`config.mk`:
```
export PLATFORM = sky130hd
export DESIGN_NAME = modulator_stream_overrange_logic
export DESIGN_NICKNAME = d
export VERILOG_FILES = /design/src/common/modstream_pkg.sv /design/src/design/tap_shift.sv /design/src/design/modulator_stream_overrange_logic.sv
export SDC_FILE = /design/constraint.sdc
export NUM_CORES = 1
export LEC_CHECK = 0
export BUFFER_PORTS_ARGS = -buffer_cell sky130_fd_sc_hd__buf_2
export CAP_MARGIN = 10
export CORE_UTILIZATION = 35
export DETAILED_ROUTE_END_ITERATION = 16
export GPL_TIMING_DRIVEN = 1
export PLACE_DENSITY_LB_ADDON = 0.3
export SYNTH_ARGS = -nofsm -noshare
export SYNTH_HDL_FRONTEND = slang
export SYNTH_SLANG_ARGS = --single-unit
```
`constraint.sdc`:
```
create_clock -name mclk -period 2.8 [get_ports mclk]
set_clock_uncertainty 0.15 [all_clocks]
set_input_delay 0.28 -clock mclk [delete_from_list [all_inputs] [get_ports mclk]]
set_output_delay 0.28 -clock mclk [all_outputs]
set_load 0.05 [all_outputs]
```
`src/common/modstream_pkg.sv`:
```
package modstream_pkg;

    // ------------------------------------------------------------
    // Register map (byte addresses)
    // ------------------------------------------------------------
    localparam logic [7:0] CTRL_OFS = 8'h00;
    localparam logic [7:0] STATUS_OFS = 8'h04;
    localparam logic [7:0] IRQ_STAT_OFS = 8'h08;
    localparam logic [7:0] IRQ_MASK_OFS = 8'h0C;
    localparam logic [7:0] SAMPLE_OFS = 8'h10;

    // ------------------------------------------------------------
    // Control fields
    // ------------------------------------------------------------
    localparam int GAIN_LSB = 0;
    localparam int SWAP_BIT = 3;
    localparam int FPATH_LSB = 4;
    localparam int SYNC_BIT = 8;
    localparam logic [31:0] CTRL_RESET = 32'h0000_0028;
    localparam logic [1:0] FPATH_BYPASS = 2'h0;

    // ------------------------------------------------------------
    // Interrupt bits
    // ------------------------------------------------------------
    localparam int IRQ_OVR_RISE = 0;
    localparam int IRQ_OVR_FALL = 1;
    localparam int IRQ_SAMPLE = 2;
    localparam int IRQ_W = 3;

    // ------------------------------------------------------------
    // Timing
    // ------------------------------------------------------------
    localparam int MCLK_HZ = 100_000_000;
    localparam int MOD_DIV = 4;
    localparam int FLAG_DIV = 2;
    localparam int INPUT_SWAP_ENABLE_DIV = 512;
    localparam int INPUT_SWAP_ENABLE_HALF = INPUT_SWAP_ENABLE_DIV / 2;
    localparam int SAT_EXIT_MOD_CLKS = 12;
    localparam int LIN_READINGS = 31;
    localparam int SETTLE_READINGS = 62;

    // ------------------------------------------------------------
    // Sample width: extremes +25 and -24 fit in 6 signed bits
    // ------------------------------------------------------------
    localparam int SAMPLE_W = 6;

    typedef enum logic [1:0] {
        ST_IDLE = 2'b00,
        ST_ADDR = 2'b01
    } bus_state_type;

endpackage : modstream_pkg

```
`src/design/tap_shift.sv`:
```
`timescale 1ns/1ps
module tap_shift #(
    parameter int DEPTH = 4
) (
    input wire logic mclk,
    input wire logic rst,
    input wire logic clear,
    input wire logic advance,
    input wire logic bit_in,
    output logic [DEPTH:0] taps
);
    logic [DEPTH-1:0] hist_r;
    logic [DEPTH-1:0] hist_nxt;

    always_comb begin
        hist_nxt = hist_r;
        if (clear) begin
            hist_nxt = '0;
        end else if (advance) begin
            hist_nxt = {hist_r[DEPTH-2:0], bit_in};
        end
    end

    always_ff @(posedge mclk) begin
        if (rst) begin
            hist_r <= '0;
        end else begin
            hist_r <= hist_nxt;
        end
    end

    assign taps = {hist_r, bit_in};
endmodule : tap_shift

```
`src/design/modulator_stream_overrange_logic.sv`:
```
// How it works
// - Gain code 000..110 decodes to gain 1..64, doubling each step.
// - Amplifier input_swap_enable clock stops while the swap enable bit is zero.
// - Modulator input input_swap_enable toggles at master clock divided by 512.
// - Sample = 3a2 - 6a3 + 4a4 + 9(b0 - 2b1 + b2).
// - Tap index 0 is newest bit; taps shift once per modulator clock.
// - Raw modulator output selected disables the decimation filter.
// - Stage one density comes from the analog modulator; passed through.
// - No self-reset: streams pass unchanged under overdrive.
// - Filter recovery in readings is the filter's own behaviour.
// - Saturation exit within 12 modulator clocks belongs to the analog side.
// - Over-range flag high while comparator says input exceeds full scale.
// - Comparator sampled at half the modulator rate drives the flag.
// - Flag pulses last at least one half-modulator-rate period.
// - Modulator clock enable is master clock divided by four.
// - Bypass mode drives raw streams and bit clock on output pins.
// - Filter path code 00 selects bypass and modulator output mode.
`timescale 1ns/1ps
module modulator_stream_overrange_logic (
    input wire logic mclk,
    input wire logic rst,
    input wire logic [31:0] haddr,
    input wire logic [1:0] htrans,
    input wire logic hwrite,
    input wire logic [2:0] hsize,
    input wire logic [31:0] hwdata,
    input wire logic hsel,
    input wire logic hready,
    output logic [31:0] hrdata,
    output logic hreadyout,
    output logic hresp,
    input wire logic stage_one_stream,
    input wire logic stage_two_stream,
    input wire logic overrange_cmp,
    input wire logic sync_in,
    output logic [6:0] amp_gain,
    output logic amp_input_swap_enable_clk,
    output logic mod_input_swap_enable_clk,
    output logic filter_enable,
    output logic [5:0] sample_word,
    output logic sample_valid,
    output logic raw_stage_one,
    output logic raw_stage_two,
    output logic raw_bit_clk,
    output logic overrange_flag,
    output logic irq
);
    // ------------------------------------------------------------
    // Clock enables
    // ------------------------------------------------------------
    logic [1:0] mod_cnt_r;
    logic [1:0] mod_cnt_nxt;
    logic half_r;
    logic half_nxt;
    logic [7:0] input_swap_enable_cnt_r;
    logic [7:0] input_swap_enable_cnt_nxt;
    logic mod_input_swap_enable_r;
    logic mod_input_swap_enable_nxt;
    logic amp_input_swap_enable_r;
    logic amp_input_swap_enable_nxt;
    logic mod_en;
    logic flag_en;
    logic input_swap_enable_wrap;
    logic sync_now;

    assign mod_en = (mod_cnt_r == 2'(modstream_pkg::MOD_DIV - 1));
    assign flag_en = mod_en && half_r;
    assign input_swap_enable_wrap = (input_swap_enable_cnt_r == 8'(modstream_pkg::INPUT_SWAP_ENABLE_HALF - 1));

    logic [31:0] ctrl_r;
    logic [31:0] ctrl_nxt;

    assign sync_now = sync_in || ctrl_r[modstream_pkg::SYNC_BIT];

    always_comb begin
        mod_cnt_nxt = mod_cnt_r + 2'h1;
        half_nxt = mod_en ? ~half_r : half_r;
        input_swap_enable_cnt_nxt = input_swap_enable_wrap ? 8'h00 : input_swap_enable_cnt_r + 8'h01;
        mod_input_swap_enable_nxt = input_swap_enable_wrap ? ~mod_input_swap_enable_r : mod_input_swap_enable_r;
        amp_input_swap_enable_nxt = amp_input_swap_enable_r;
        if (!ctrl_r[modstream_pkg::SWAP_BIT]) begin
            amp_input_swap_enable_nxt = 1'b0;
        end else if (input_swap_enable_wrap) begin
            amp_input_swap_enable_nxt = ~amp_input_swap_enable_r;
        end
        if (sync_now) begin
            mod_cnt_nxt = 2'h0;
            half_nxt = 1'b0;
        end
    end

    always_ff @(posedge mclk) begin
        if (rst) begin
            mod_cnt_r <= 2'h0;
            half_r <= 1'b0;
            input_swap_enable_cnt_r <= 8'h00;
            mod_input_swap_enable_r <= 1'b0;
            amp_input_swap_enable_r <= 1'b0;
        end else begin
            mod_cnt_r <= mod_cnt_nxt;
            half_r <= half_nxt;
            input_swap_enable_cnt_r <= input_swap_enable_cnt_nxt;
            mod_input_swap_enable_r <= mod_input_swap_enable_nxt;
            amp_input_swap_enable_r <= amp_input_swap_enable_nxt;
        end
    end

    // ------------------------------------------------------------
    // Stream combiner
    // ------------------------------------------------------------
    logic [4:0] one_taps;
    logic [4:0] two_taps;

    tap_shift #(.DEPTH(4)) one_shift (
        .mclk(mclk),
        .rst(rst),
        .clear(sync_now),
        .advance(mod_en),
        .bit_in(stage_one_stream),
        .taps(one_taps)
    );

    tap_shift #(.DEPTH(4)) two_shift (
        .mclk(mclk),
        .rst(rst),
        .clear(sync_now),
        .advance(mod_en),
        .bit_in(stage_two_stream),
        .taps(two_taps)
    );

    logic signed [5:0] comb_val;
    always_comb begin
        comb_val = 6'sd0;
        comb_val = comb_val + (one_taps[2] ? 6'sd3 : 6'sd0);
        comb_val = comb_val - (one_taps[3] ? 6'sd6 : 6'sd0);
        comb_val = comb_val + (one_taps[4] ? 6'sd4 : 6'sd0);
        comb_val = comb_val + (two_taps[0] ? 6'sd9 : 6'sd0);
        comb_val = comb_val - (two_taps[1] ? 6'sd18 : 6'sd0);
        comb_val = comb_val + (two_taps[2] ? 6'sd9 : 6'sd0);
    end

    logic [5:0] sample_r;
    logic [5:0] sample_nxt;
    logic valid_r;
    logic valid_nxt;
    logic raw1_r;
    logic raw1_nxt;
    logic raw2_r;
    logic raw2_nxt;
    logic rawclk_r;
    logic rawclk_nxt;
    logic fen_r;
    logic fen_nxt;
    logic [6:0] gain_r;
    logic [6:0] gain_nxt;
    logic bypass;

    assign bypass = (ctrl_r[modstream_pkg::FPATH_LSB +: 2] == modstream_pkg::FPATH_BYPASS);

    always_comb begin
        sample_nxt = sample_r;
        valid_nxt = 1'b0;
        if (mod_en && !sync_now) begin
            sample_nxt = comb_val;
            valid_nxt = 1'b1;
        end
        fen_nxt = ~bypass;
        raw1_nxt = bypass ? stage_one_stream : 1'b0;
        raw2_nxt = bypass ? stage_two_stream : 1'b0;
        rawclk_nxt = bypass ? (mod_cnt_r < 2'h2) : 1'b0;
        case (ctrl_r[modstream_pkg::GAIN_LSB +: 3])
            3'h0: gain_nxt = 7'h01;
            3'h1: gain_nxt = 7'h02;
            3'h2: gain_nxt = 7'h04;
            3'h3: gain_nxt = 7'h08;
            3'h4: gain_nxt = 7'h10;
            3'h5: gain_nxt = 7'h20;
            3'h6: gain_nxt = 7'h40;
            default: gain_nxt = gain_r;
        endcase
    end

    always_ff @(posedge mclk) begin
        if (rst) begin
            sample_r <= 6'h00;
            valid_r <= 1'b0;
            raw1_r <= 1'b0;
            raw2_r <= 1'b0;
            rawclk_r <= 1'b0;
            fen_r <= 1'b1;
            gain_r <= 7'h01;
        end else begin
            sample_r <= sample_nxt;
            valid_r <= valid_nxt;
            raw1_r <= raw1_nxt;
            raw2_r <= raw2_nxt;
            rawclk_r <= rawclk_nxt;
            fen_r <= fen_nxt;
            gain_r <= gain_nxt;
        end
    end

    // ------------------------------------------------------------
    // Over-range flag
    // ------------------------------------------------------------
    logic flag_r;
    logic flag_nxt;
    always_comb begin
        flag_nxt = flag_en ? overrange_cmp : flag_r;
    end

    // ------------------------------------------------------------
    // AHB-Lite slave and interrupts
    // ------------------------------------------------------------
    modstream_pkg::bus_state_type st_r;
    modstream_pkg::bus_state_type st_nxt;
    logic [7:0] addr_r;
    logic [7:0] addr_nxt;
    logic wr_r;
    logic wr_nxt;
    logic [31:0] rdata_r;
    logic [31:0] rdata_nxt;
    logic [2:0] ist_r;
    logic [2:0] ist_nxt;
    logic [2:0] imask_r;
    logic [2:0] imask_nxt;
    logic irq_r;
    logic irq_nxt;
    logic [2:0] ev;
    logic take;

    assign take = hsel && hready && htrans[1];
    assign ev = {valid_nxt, flag_r && !flag_nxt, !flag_r && flag_nxt};

    always_comb begin
        st_nxt = take ? modstream_pkg::ST_ADDR : modstream_pkg::ST_IDLE;
        addr_nxt = take ? haddr[7:0] : addr_r;
        wr_nxt = take && hwrite;
        ctrl_nxt = ctrl_r;
        ctrl_nxt[modstream_pkg::SYNC_BIT] = 1'b0;
        ist_nxt = ist_r;
        imask_nxt = imask_r;
        rdata_nxt = 32'h0000_0000;
        if (st_r == modstream_pkg::ST_ADDR && wr_r) begin
            unique case (addr_r)
                modstream_pkg::CTRL_OFS: ctrl_nxt = {23'h000000, hwdata[8:0]};
                modstream_pkg::IRQ_STAT_OFS: ist_nxt = ist_r & ~hwdata[2:0];
                modstream_pkg::IRQ_MASK_OFS: imask_nxt = hwdata[2:0];
                default: ;
            endcase
        end
        ist_nxt = ist_nxt | ev;
        if (take && !hwrite) begin
            unique case (haddr[7:0])
                modstream_pkg::CTRL_OFS: rdata_nxt = ctrl_r;
                modstream_pkg::STATUS_OFS: rdata_nxt = {29'h0, fen_r, amp_input_swap_enable_r, flag_r};
                modstream_pkg::IRQ_STAT_OFS: rdata_nxt = {29'h0, ist_r};
                modstream_pkg::IRQ_MASK_OFS: rdata_nxt = {29'h0, imask_r};
                modstream_pkg::SAMPLE_OFS: rdata_nxt = {{26{sample_r[5]}}, sample_r};
                default: rdata_nxt = 32'h0000_0000;
            endcase
        end
        irq_nxt = |(ist_nxt & imask_nxt);
    end

    always_ff @(posedge mclk) begin
        if (rst) begin
            st_r <= modstream_pkg::ST_IDLE;
            addr_r <= 8'h00;
            wr_r <= 1'b0;
            rdata_r <= 32'h0000_0000;
            ctrl_r <= modstream_pkg::CTRL_RESET;
            ist_r <= 3'h0;
            imask_r <= 3'h0;
            irq_r <= 1'b0;
            flag_r <= 1'b0;
        end else begin
            st_r <= st_nxt;
            addr_r <= addr_nxt;
            wr_r <= wr_nxt;
            rdata_r <= rdata_nxt;
            ctrl_r <= ctrl_nxt;
            ist_r <= ist_nxt;
            imask_r <= imask_nxt;
            irq_r <= irq_nxt;
            flag_r <= flag_nxt;
        end
    end

    assign hrdata = rdata_r;
    assign hreadyout = 1'b1;
    assign hresp = 1'b0;
    assign amp_gain = gain_r;
    assign amp_input_swap_enable_clk = amp_input_swap_enable_r;
    assign mod_input_swap_enable_clk = mod_input_swap_enable_r;
    assign filter_enable = fen_r;
    assign sample_word = sample_r;
    assign sample_valid = valid_r;
    assign raw_stage_one = raw1_r;
    assign raw_stage_two = raw2_r;
    assign raw_bit_clk = rawclk_r;
    assign overrange_flag = flag_r;
    assign irq = irq_r;
endmodule : modulator_stream_overrange_logic

```
==> metrics.csv, run 1 <==
stage;metric;value;unit
clock_network;cts-root-buf;clkbuf_8;
clock_network;ctsLongestPathBuffers;2;
timing;setup_viol;0;
placed_design;dpl.cell_count;520;
clock_network;post_cts_buffers;0;
placed_design;place_area;3652;µm²
logic_synthesis;synth-seq-area-share;44.80;%
detailed_routing;dr_total_vias;2514;
logic_synthesis;yosys_most_used_dff;dfxtp_1;
logic_synthesis;synth-async-reset-ratio;0;%
floorplanning;die_h;99.20;µm
pwr;total_power;1.940;mW
pwr;peakVddDrop;0.1942;mV
setup_path;critical-path-slowest-cell;fa_2;
grt;grt_max_degree;30;
timing;holdWs;0.02054;ns
logic_synthesis;yosysWarnings;0;
clock_network;worstSkewPairLatency;0.35;ns
setup_path;worstSetupEndpointType;flop;
placed_design;gp_congestion;0.7178;
worst_hold_path;min_path_type;in -> reg;
logic_synthesis;netlist_area;3307;µm²
clock_network;cts_buffers;9;
setup_path;start_kind;flop;
grt;antenna_found_initial;0;
timing;rsz0062_at_grt;false;
final_layout;area_growth;17.37;%
setup_path;worstPathArrival;2.81;ns
detailed_routing;first_pass_iters;4;
grt;grt_remaining_overflow;0;
clock_network;numClockSinks;74;
timing;period_minus_slack;2.682;ns
floorplanning;ios;134;
setup_path;crit_buf_inv;3;
clock_network;h-tree-depth;3;
final_layout;regArea;1483;µm²
logic_synthesis;avgSynthCellArea;9.110;µm²
floorplanning;die-area;9841;µm²
final_layout;finalInstanceArea;3881;µm²
setup_path;timing_worst_setup_path_type;reg -> reg;
final_layout;multi_input_area;1514;µm²
timing;max_slew_margin;60.60;%
logic_synthesis;synthCells;363;
logic_synthesis;synth_cell_types;45;
setup_path;crit_family;adder cells;
clock_network;clk_pin_slew;0.07;ns
clock_network;cts_tree;done;
timing;finalCritPeriodShare;95.78;%
detailed_routing;vias_per_cell;4.673;
pwr;p_leak;1.769;nW
final_layout;nFillCells;928;
run_status;status;complete, no violations;
placed_design;port_buffers;80;
final_layout;finalNetCount;517;
logic_synthesis;ys_ff_latch;74;
final_layout;layout_common_cells;buf_2 (80), dfxtp_1 (73), nor2_1 (50);
floorplanning;coreArea;9196;µm²
floorplanning;num_rows;35;
grt;grt_pass1_vias;2301;
floorplanning;start_util;35.96;%
placed_design;dp_hpwl;5093;µm
final_layout;final_common_cell;buf_2;
job;drv_cap;0;
setup_path;required;2.93;ns
final_layout;finalNonFillerCells;538;
grt;grt_usage;14.71;%
detailed_routing;wl;6799;µm
timing;hold_viol;0;
setup_path;worstPathCellList;inv_1 > ha_1 > or2_4 > inv_1 > ha_1 > inv_2 > fa_2 > ha_4 > a21o_1 > a21oi_2 > xnor2_1 > mux2i_1 > nor2_1;
setup_path;critPathMaxFanout;2;
final_layout;drive_gt1_share;26.70;%
logic_synthesis;synth-edff-count;0;
timing;fmax;372.9;MHz
grt;grt_pass1_wl;11070;µm
detailed_routing;ant_nets;0;
logic_synthesis;syn-num-nets;458;
floorplanning;die_x;99.20;µm
pwr;powerDensity;499.9;nW/µm²
detailed_routing;drc_errors;0;
detailed_routing;routedWlPerCell;12.64;µm
final_layout;antenna_cells;0;
detailed_routing;drt_iter0_markers;69;
timing;worst_pin_slew;0.5864;ns
setup_path;cpPeakStageDelay;0.45;ns
timing;slew_viol_final;0;
timing;tns;0;ns
[layer usage]
| metal | track usage, % | up-vias | part of all wire (%) |
|---|---|---|---|
| met5 | 0 | - | 0 |
| met4 | 6.448 | 0 | 1.7 |
| met3 | 3.795 | 11 | 5.6 |
| met2 | 22.65 | 73 | 45 |
| met1 | 19.46 | 1139 | 48 |
| li1 | - | 1291 | - |
[power breakdown]
| part | switching (mW) | internal (mW) | total [mW] |
|---|---|---|---|
| combinational | 0.0624 | 0.0432 | 0.106 |
| clock | 0.371 | 0.393 | 0.764 |
| sequential | 0.00824 | 1.06 | 1.07 |
| total | 0.442 | 1.50 | 1.94 |
[worst paths after layout]
| path | startpoint | endpoint | slack (ns) | cells past startpoint |
|---|---|---|---|---|
| worst max-delay path | one_shift.hist_r[1] | sample_word[5] | 0.12 | 13 |
| worst min-delay path | hwdata[7] | ctrl_r[7] | 0.02 | 3 |
| worst max register to register | one_shift.hist_r[1] | sample_word[5] | 0.12 | 13 |
| worst min register to register | mod_cnt_r[1] | raw_bit_clk | 0.29 | 1 |
[metrics by stage]
stage | setup WS [ns] | utilization (%)
3_3_place_gp | 0.02322 | 39.71
5_1_grt | 0.01985 | 42.20
6_report | 0.1181 | 42.20
4_1_cts | 0.01038 | 41.96
3_5_place_dp | -0.01254 | 39.71
2_1_floorplan | 0.006309 | -
[synthesized netlist by cell type, types with 4 or more instances]
library cell | number | area, µm²
or3_1 | 4 | 25.02
a21oi_1 | 21 | 105.1
inv_1 | 24 | 90.09
nand2_1 | 29 | 108.9
nor2_1 | 50 | 187.7
nor3b_1 | 4 | 30.03
nand3_1 | 10 | 50.05
o21ai_0 | 4 | 20.02
clkbuf_1 | 13 | 48.80
nor3_1 | 6 | 30.03
and2_1 | 4 | 25.02
dfxtp_1 | 74 | 1481
xor2_1 | 4 | 35.03
ha_1 | 14 | 175.2
buf_4 | 24 | 180.2
xnor2_1 | 9 | 78.83
mux2i_1 | 22 | 220.2
nor2b_1 | 4 | 25.02
[worst reg2reg max path: stages (launching register included)]
cell     delay [ns]
dfxtp_2        0.33
inv_1          0.05
ha_1           0.19
or2_4          0.23
inv_1          0.06
ha_1           0.22
inv_2          0.06
fa_2           0.46
ha_4           0.26
a21o_1         0.16
a21oi_2        0.12
xnor2_1        0.14
mux2i_1        0.09
nor2_1         0.10
[cell type report]
class,count,area share [%]
inverter,24,2.321
timing repair buffer,89,12.19
clock inverter,2,0.2579
clock buffer,14,4.449
tap,111,3.578
sequential,74,38.20
multi-input combinational,224,39.01
[logic make-up (layout without fill, tap and decap cells)]
family	count (synthesis)	in the layout	share of synthesized area [%]
and+or+nand+nor	128	128	19.30
DFF	74	74	44.80
buffers and inverters	65	129	10.18
AOI/OAI and AO/OA	41	41	7.605
muxes	23	23	7.340
adders and majority gates	17	17	7.113
xor gates and xnor gates	13	13	3.443
other	2	2	0.2271
[flip-flops by register name, indices dropped and copies added, names as in the netlist, 4 cells and up]
name,cells
input_swap_enable_cnt_r,8
hrdata,10
addr_r,8
one_shift.hist_r,4
sample_word,6
amp_gain,7
ctrl_r,9
[what timing repair did]
| action | in CTS | in global routing |
|---|---|---|
| endpoints found under the hold margin | 2 | 0 |
| gates resized for setup | 1 | 6 |
| pin swaps | 1 | 5 |
| hold buffers | 2 | 0 |
| setup endpoints to repair | 1 | 2 |
Note: power is estimated with default switching activity, not from simulation.
==> run 2, diff against run 1 <==
Settings changed: SYNTH_HIERARCHICAL from default to 1.
==> metrics.csv, run 2 <==
stage;metric;value;unit;change
run_status;status;complete, no violations;;
setup_path;crit_family;adder cells;;
grt;grt_pass1_wl;10990;µm;-0.69%
detailed_routing;wl;6677;µm;-1.8%
detailed_routing;drt_iter0_markers;74;;+7.2%
setup_path;cp_common_cell;inv_1;;
timing;rsz0062_at_grt;false;;
detailed_routing;vias_per_cell;4.563;;-2.3%
clock_network;cts_tree;done;;
setup_path;ff2ff_path_depth;12;;-1
logic_synthesis;avgSynthCellArea;9.172;µm²;+0.68%
setup_path;crit_buf_inv;3;;unchanged
detailed_routing;ant_nets;0;;unchanged
clock_network;ctsLongestPathBuffers;2;;unchanged
timing;tns;0;ns;unchanged
setup_path;cpPeakStageDelay;0.41;ns;-0.04 ns
floorplanning;num_rows;35;;unchanged
worst_hold_path;hold_depth;2;;-1
timing;hold_viol;0;;unchanged
final_layout;finalNetCount;514;;-0.58%
placed_design;dp_hpwl;5013;µm;-1.6%
detailed_routing;drc_errors;0;;unchanged
grt;grt_pass1_vias;2317;;+0.70%
job;drv_cap;0;;unchanged
detailed_routing;first_pass_iters;4;;unchanged
setup_path;critPathMaxFanout;4;;+2
setup_path;start_kind;flop;;
setup_path;critical-path-slowest-cell;fa_1;;
placed_design;place_area;3660;µm²;+0.21%
pwr;p_leak;1.694;nW;-4.2%
floorplanning;die_x;99.54;µm;+0.34%
clock_network;h-tree-depth;3;;unchanged
pwr;peakVddDrop;0.2331;mV;+20%
timing;fmax;383.7;MHz;+2.9%
final_layout;largest_register_ffs;10;;unchanged
final_layout;finalInstanceArea;3891;µm²;+0.26%
setup_path;required;2.93;ns;about the same
logic_synthesis;syn-num-nets;458;;unchanged
setup_path;worstPathCellList;inv_1 > ha_1 > or2_2 > inv_1 > fa_1 > inv_1 > ha_1 > a21o_1 > a21oi_1 > xnor2_1 > nand2_1 > a21oi_1;;
grt;grt_usage;14.44;%;-0.27 points
floorplanning;start_util;36.03;%;+0.073 points
worst_hold_path;min_from;hwrite;;
setup_path;worstSetupEndpointType;flop;;
final_layout;final_common_cell;buf_2;;
setup_path;r2r_end;sample_word[5];;
logic_synthesis;yosysWarnings;6;;+6
setup_path;timing_worst_setup_path_type;reg -> reg;;
setup_path;r2r-start;one_shift/hist_r[1];;
final_layout;postLayoutCoreUtil;42.11;%;-0.092 points
grt;grt_max_degree;24;;-20%
logic_synthesis;synthCells;363;;unchanged
timing;period_minus_slack;2.606;ns;-0.07601 ns
floorplanning;coreArea;9240;µm²;+0.48%
detailed_routing;routedWlPerCell;12.10;µm;-4.3%
logic_synthesis;netlist_area;3329;µm²;+0.68%
grt;grt_remaining_overflow;0;;unchanged
placed_design;gp_congestion;0.7603;;+5.9%
clock_network;clk_pin_slew;0.07;ns;about the same
setup_path;worstPathArrival;2.73;ns;-0.08 ns
floorplanning;ios;134;;unchanged
timing;worst_pin_slew;0.6182;ns;+0.03180 ns
setup_path;cp.depth;12;;-1
clock_network;worstSkewPairLatency;0.34;ns;about the same
floorplanning;die-area;9907;µm²;+0.68%
clock_network;numClockSinks;74;;unchanged
grt;antenna_found_initial;1;;+1
worst_hold_path;min_to;wr_r;;
timing;setup_viol;0;;unchanged
pwr;powerDensity;506.7;nW/µm²;+1.4%
timing;slew_viol_final;0;;unchanged
final_layout;antenna_cells;0;;unchanged
detailed_routing;dr_total_vias;2519;;+0.20%
final_layout;area_growth;16.87;%;
placed_design;port_buffers;80;;unchanged
final_layout;drive_gt1_share;25.53;%;-1.2 points
clock_network;cts-root-buf;clkbuf_8;;
final_layout;layout_common_cells;buf_2 (80), dfxtp_1 (73), nand2_1 (34);;
setup_path;reg2reg_slack;0.19;ns;+0.08 ns
timing;max_slew_margin;58.79;%;-1.8 points
clock_network;cts_buffers;9;;unchanged
worst_hold_path;min_path_type;in -> reg;;
floorplanning;die_h;99.54;µm;+0.34%
timing;finalCritPeriodShare;93.07;%;-2.7 points
## run 2: final cells by class
| cell class | count | area [µm²] |
|---|---|---|
| clock buffer | 12 | 145.1 |
| clock inverter | 3 | 40.04 |
| fill | 909 | 5349 |
| inverter | 22 | 82.58 |
| multi-input combinational | 227 | 1534 |
| sequential | 74 | 1483 |
| tap | 129 | 161.4 |
| timing repair buffer | 85 | 445.4 |
## run 2: worst reg2reg max path, cell delays in order (launching register included)
cell and delay [ns]:
dfxtp_2 0.36, inv_1 0.08, ha_1 0.19, or2_2 0.28, inv_1 0.07, fa_1 0.41
inv_1 0.07, ha_1 0.26, a21o_1 0.17, a21oi_1 0.16, xnor2_1 0.13, nand2_1 0.07
a21oi_1 0.14
## run 2: per-stage QoR
stage	hold slack (ns)	cells	worst slack (ns)	total power [mW]
after global placement	0.2663	534	0.08322	1.197
after detailed placement	0.2708	534	0.04183	1.198
final	0.01747	552	0.1941	1.972
after floorplan	0.2068	363	0.2440	1.161
after CTS	0.01074	552	0.01376	1.997
after global routing	0.01285	552	0.006219	2.057
## run 2: worst max path at each step
stage / start / endpoint / slack, ns
finish: one_shift/hist_r[1] / sample_word[5] / 0.19
floorplan: one_shift/hist_r[1] / sample_word[5] / 0.24
detailed placement: one_shift/hist_r[1] / sample_word[5] / 0.04
CTS: one_shift/hist_r[1] / sample_word[5] / 0.01
global placement: one_shift/hist_r[1] / sample_word[5] / 0.08
global route: one_shift/hist_r[1] / sample_word[5] / 0.006
## run 2: per-layer routing
layer | up-vias | track usage (%) | wire (µm)
met3 | 15 | 4.287 | 313
met2 | 64 | 23.99 | 3150
met4 | 2 | 7.240 | 141
li1 | 1294 | - | -
met1 | 1144 | 16.95 | 3058
met5 | - | 0 | 13
## run 2: what timing repair did
item | in CTS | in global routing
resized for setup | 0 | 3
hold buffers | 3 | 0
setup buffers | 0 | 0
endpoints found under the setup margin | 0 | 1
hold endpoints to repair | 3 | 0
## run 2: power by group
group | leakage [nW] | switching (mW) | internal (mW)
Clock | 0.0962 | 0.365 | 0.429
Sequential | 0.598 | 0.00939 | 1.06
Combinational | 1.00 | 0.0615 | 0.0441
Total | 1.69 | 0.436 | 1.54
==> run 3, diff against run 2 <==
Settings changed: ABC_AREA from default to 1.
==> metrics.csv, run 3 <==
stage;metric;value;unit;change
run_status;status;complete, no violations;;
setup_path;worstPathArrival;2.63;ns;-0.10 ns
clock_network;cts_tree;done;;
pwr;powerDensity;513.0;nW/µm²;+1.2%
worst_hold_path;min_path_type;in -> reg;;
setup_path;crit_buf_inv;4;;+1
placed_design;dp_hpwl;5875;µm;+17%
detailed_routing;vias_per_cell;4.514;;-1.1%
setup_path;r2r-start;one_shift/hist_r[1];;
pwr;peakVddDrop;0.1739;mV;-25%
setup_path;reg2reg_slack;0.27;ns;+0.08 ns
setup_path;ff2ff_path_depth;14;;+2
timing;period_minus_slack;2.527;ns;-0.07903 ns
grt;antenna_found_initial;0;;-1
placed_design;gp_congestion;0.8047;;+5.8%
grt;grt_remaining_overflow;0;;unchanged
floorplanning;die-area;10550;µm²;+6.4%
timing;tns;0;ns;unchanged
grt;grt_pass1_vias;2728;;+18%
setup_path;critPathMaxFanout;4;;unchanged
setup_path;start_kind;flop;;
final_layout;final_common_cell;buf_2;;
timing;rsz0062_at_grt;false;;
detailed_routing;first_pass_iters;4;;unchanged
clock_network;numClockSinks;74;;unchanged
floorplanning;coreArea;9819;µm²;+6.3%
final_layout;postLayoutCoreUtil;41.69;%;-0.42 points
setup_path;cpPeakStageDelay;0.36;ns;-0.05 ns
clock_network;h-tree-depth;3;;unchanged
floorplanning;num_rows;36;;+2.9%
setup_path;worstSetupStartpoint;one_shift/hist_r[1];;
pwr;p_leak;1.984;nW;+17%
logic_synthesis;netlist_area;3548;µm²;+6.6%
final_layout;area_growth;15.37;%;
setup_path;critical-path-slowest-cell;dfxtp_2;;
logic_synthesis;synthCells;462;;+27%
clock_network;clk_pin_slew;0.07;ns;about the same
final_layout;finalNetCount;616;;+20%
clock_network;worstSkewPairLatency;0.35;ns;about the same
timing;fmax;395.8;MHz;+3.1%
placed_design;port_buffers;80;;unchanged
floorplanning;ios;134;;unchanged
grt;grt_max_degree;35;;+46%
clock_network;ctsLongestPathBuffers;2;;unchanged
detailed_routing;drc_errors;0;;unchanged
detailed_routing;ant_nets;0;;unchanged
setup_path;required;2.90;ns;-0.03 ns
setup_path;timing_worst_setup_path_type;reg -> reg;;
setup_path;r2r_end;sample_word[5];;
timing;finalCritPeriodShare;90.24;%;-2.8 points
floorplanning;die_x;102.7;µm;+3.2%
clock_network;cts_buffers;9;;unchanged
detailed_routing;routedWlPerCell;11.46;µm;-5.3%
timing;setup_viol;0;;unchanged
setup_path;cp.depth;14;;+2
job;drv_cap;0;;unchanged
detailed_routing;drt_iter0_markers;126;;+70%
final_layout;largest_register_ffs;10;;unchanged
final_layout;layout_common_cells;buf_2 (80), dfxtp_1 (73), inv_1 (69);;
clock_network;cts-root-buf;clkbuf_8;;
worst_hold_path;hold_depth;3;;+1
logic_synthesis;syn-num-nets;557;;+22%
setup_path;crit_family;adder cells;;
setup_path;worstSetupEndpointType;flop;;
final_layout;drive_gt1_share;24.14;%;-1.4 points
timing;worst_pin_slew;0.5618;ns;-0.05638 ns
final_layout;antenna_cells;0;;unchanged
logic_synthesis;yosysWarnings;6;;unchanged
worst_hold_path;min_to;raw_stage_two;;
grt;grt_usage;15.44;%;+1.0 points
final_layout;finalNonFillerCells;659;;+19%
timing;max_slew_margin;62.49;%;+3.7 points
timing;slew_viol_final;0;;unchanged
grt;grt_pass1_wl;12320;µm;+12%
pwr;total_power;2.100;mW;+6.5%
floorplanning;start_util;36.14;%;+0.10 points
floorplanning;die_h;102.7;µm;+3.2%
placed_design;dpl.cell_count;642;;+20%
detailed_routing;dr_total_vias;2975;;+18%
detailed_routing;wl;7549;µm;+13%
timing;hold_viol;0;;unchanged
setup_path;worstPathCellList;inv_1 > ha_1 > nor2_1 > inv_1 > ha_1 > inv_1 > ha_1 > ha_1 > a21oi_1 > nand2_1 > a21oi_1 > o21ai_0 > nand2_1 > inv_1;;
worst_hold_path;min_from;stage_two_stream;;
logic_synthesis;avgSynthCellArea;7.681;µm²;-16%
run 3: tightest hold or removal path, stage by stage:
cell,delay (ns)
buf_2,0.12
inv_1,0.05
nor2_1,0.03
run 3: what timing repair did:
item	CTS	global route
gates resized for setup	0	1
setup endpoints to repair	0	1
hold endpoints to repair	1	0
setup buffers	0	0
hold buffers	1	0
run 3: final cells by class:
| cell class | count | area, µm² |
|---|---|---|
| fill | 1047 | 5725 |
| multi-input combinational | 279 | 1539 |
| sequential | 74 | 1483 |
| timing repair buffer | 81 | 410.4 |
| inverter | 76 | 285.3 |
| tap | 133 | 166.4 |
| clock buffer | 11 | 131.4 |
| clock inverter | 5 | 78.83 |
run 3: metrics by stage:
stage	setup slack, ns	instance area [µm²]	hold WS (ns)
after global placement	0.2171	3872	0.2576
after CTS	0.1789	4093	0.01043
after global routing	0.03376	4094	0.01444
after floorplan	0.3789	3548	0.2033
final	0.2732	4094	0.01949
after detailed placement	0.1996	3872	0.2659
run 3: worst max-delay path by stage:
stage	end
global route	sample_word[5]
global placement	sample_word[5]
detailed placement	sample_word[5]
finish	sample_word[5]
CTS	sample_word[5]
floorplan	sample_word[5]
run 3: layer usage:
layer	wire [µm]	global-route usage, %	vias to the layer above
met5	0	0	-
met4	82	5.495	0
met3	371	4.203	8
met2	3566	26.26	72
met1	3529	18.67	1342
li1	-	-	1553
run 3: power by group:
group	total (mW)	internal, mW	switching [mW]	leakage, nW
sequential	1.07	1.06	0.00902	0.599
combinational	0.138	0.0460	0.0920	1.28
clock	0.889	0.501	0.388	0.107
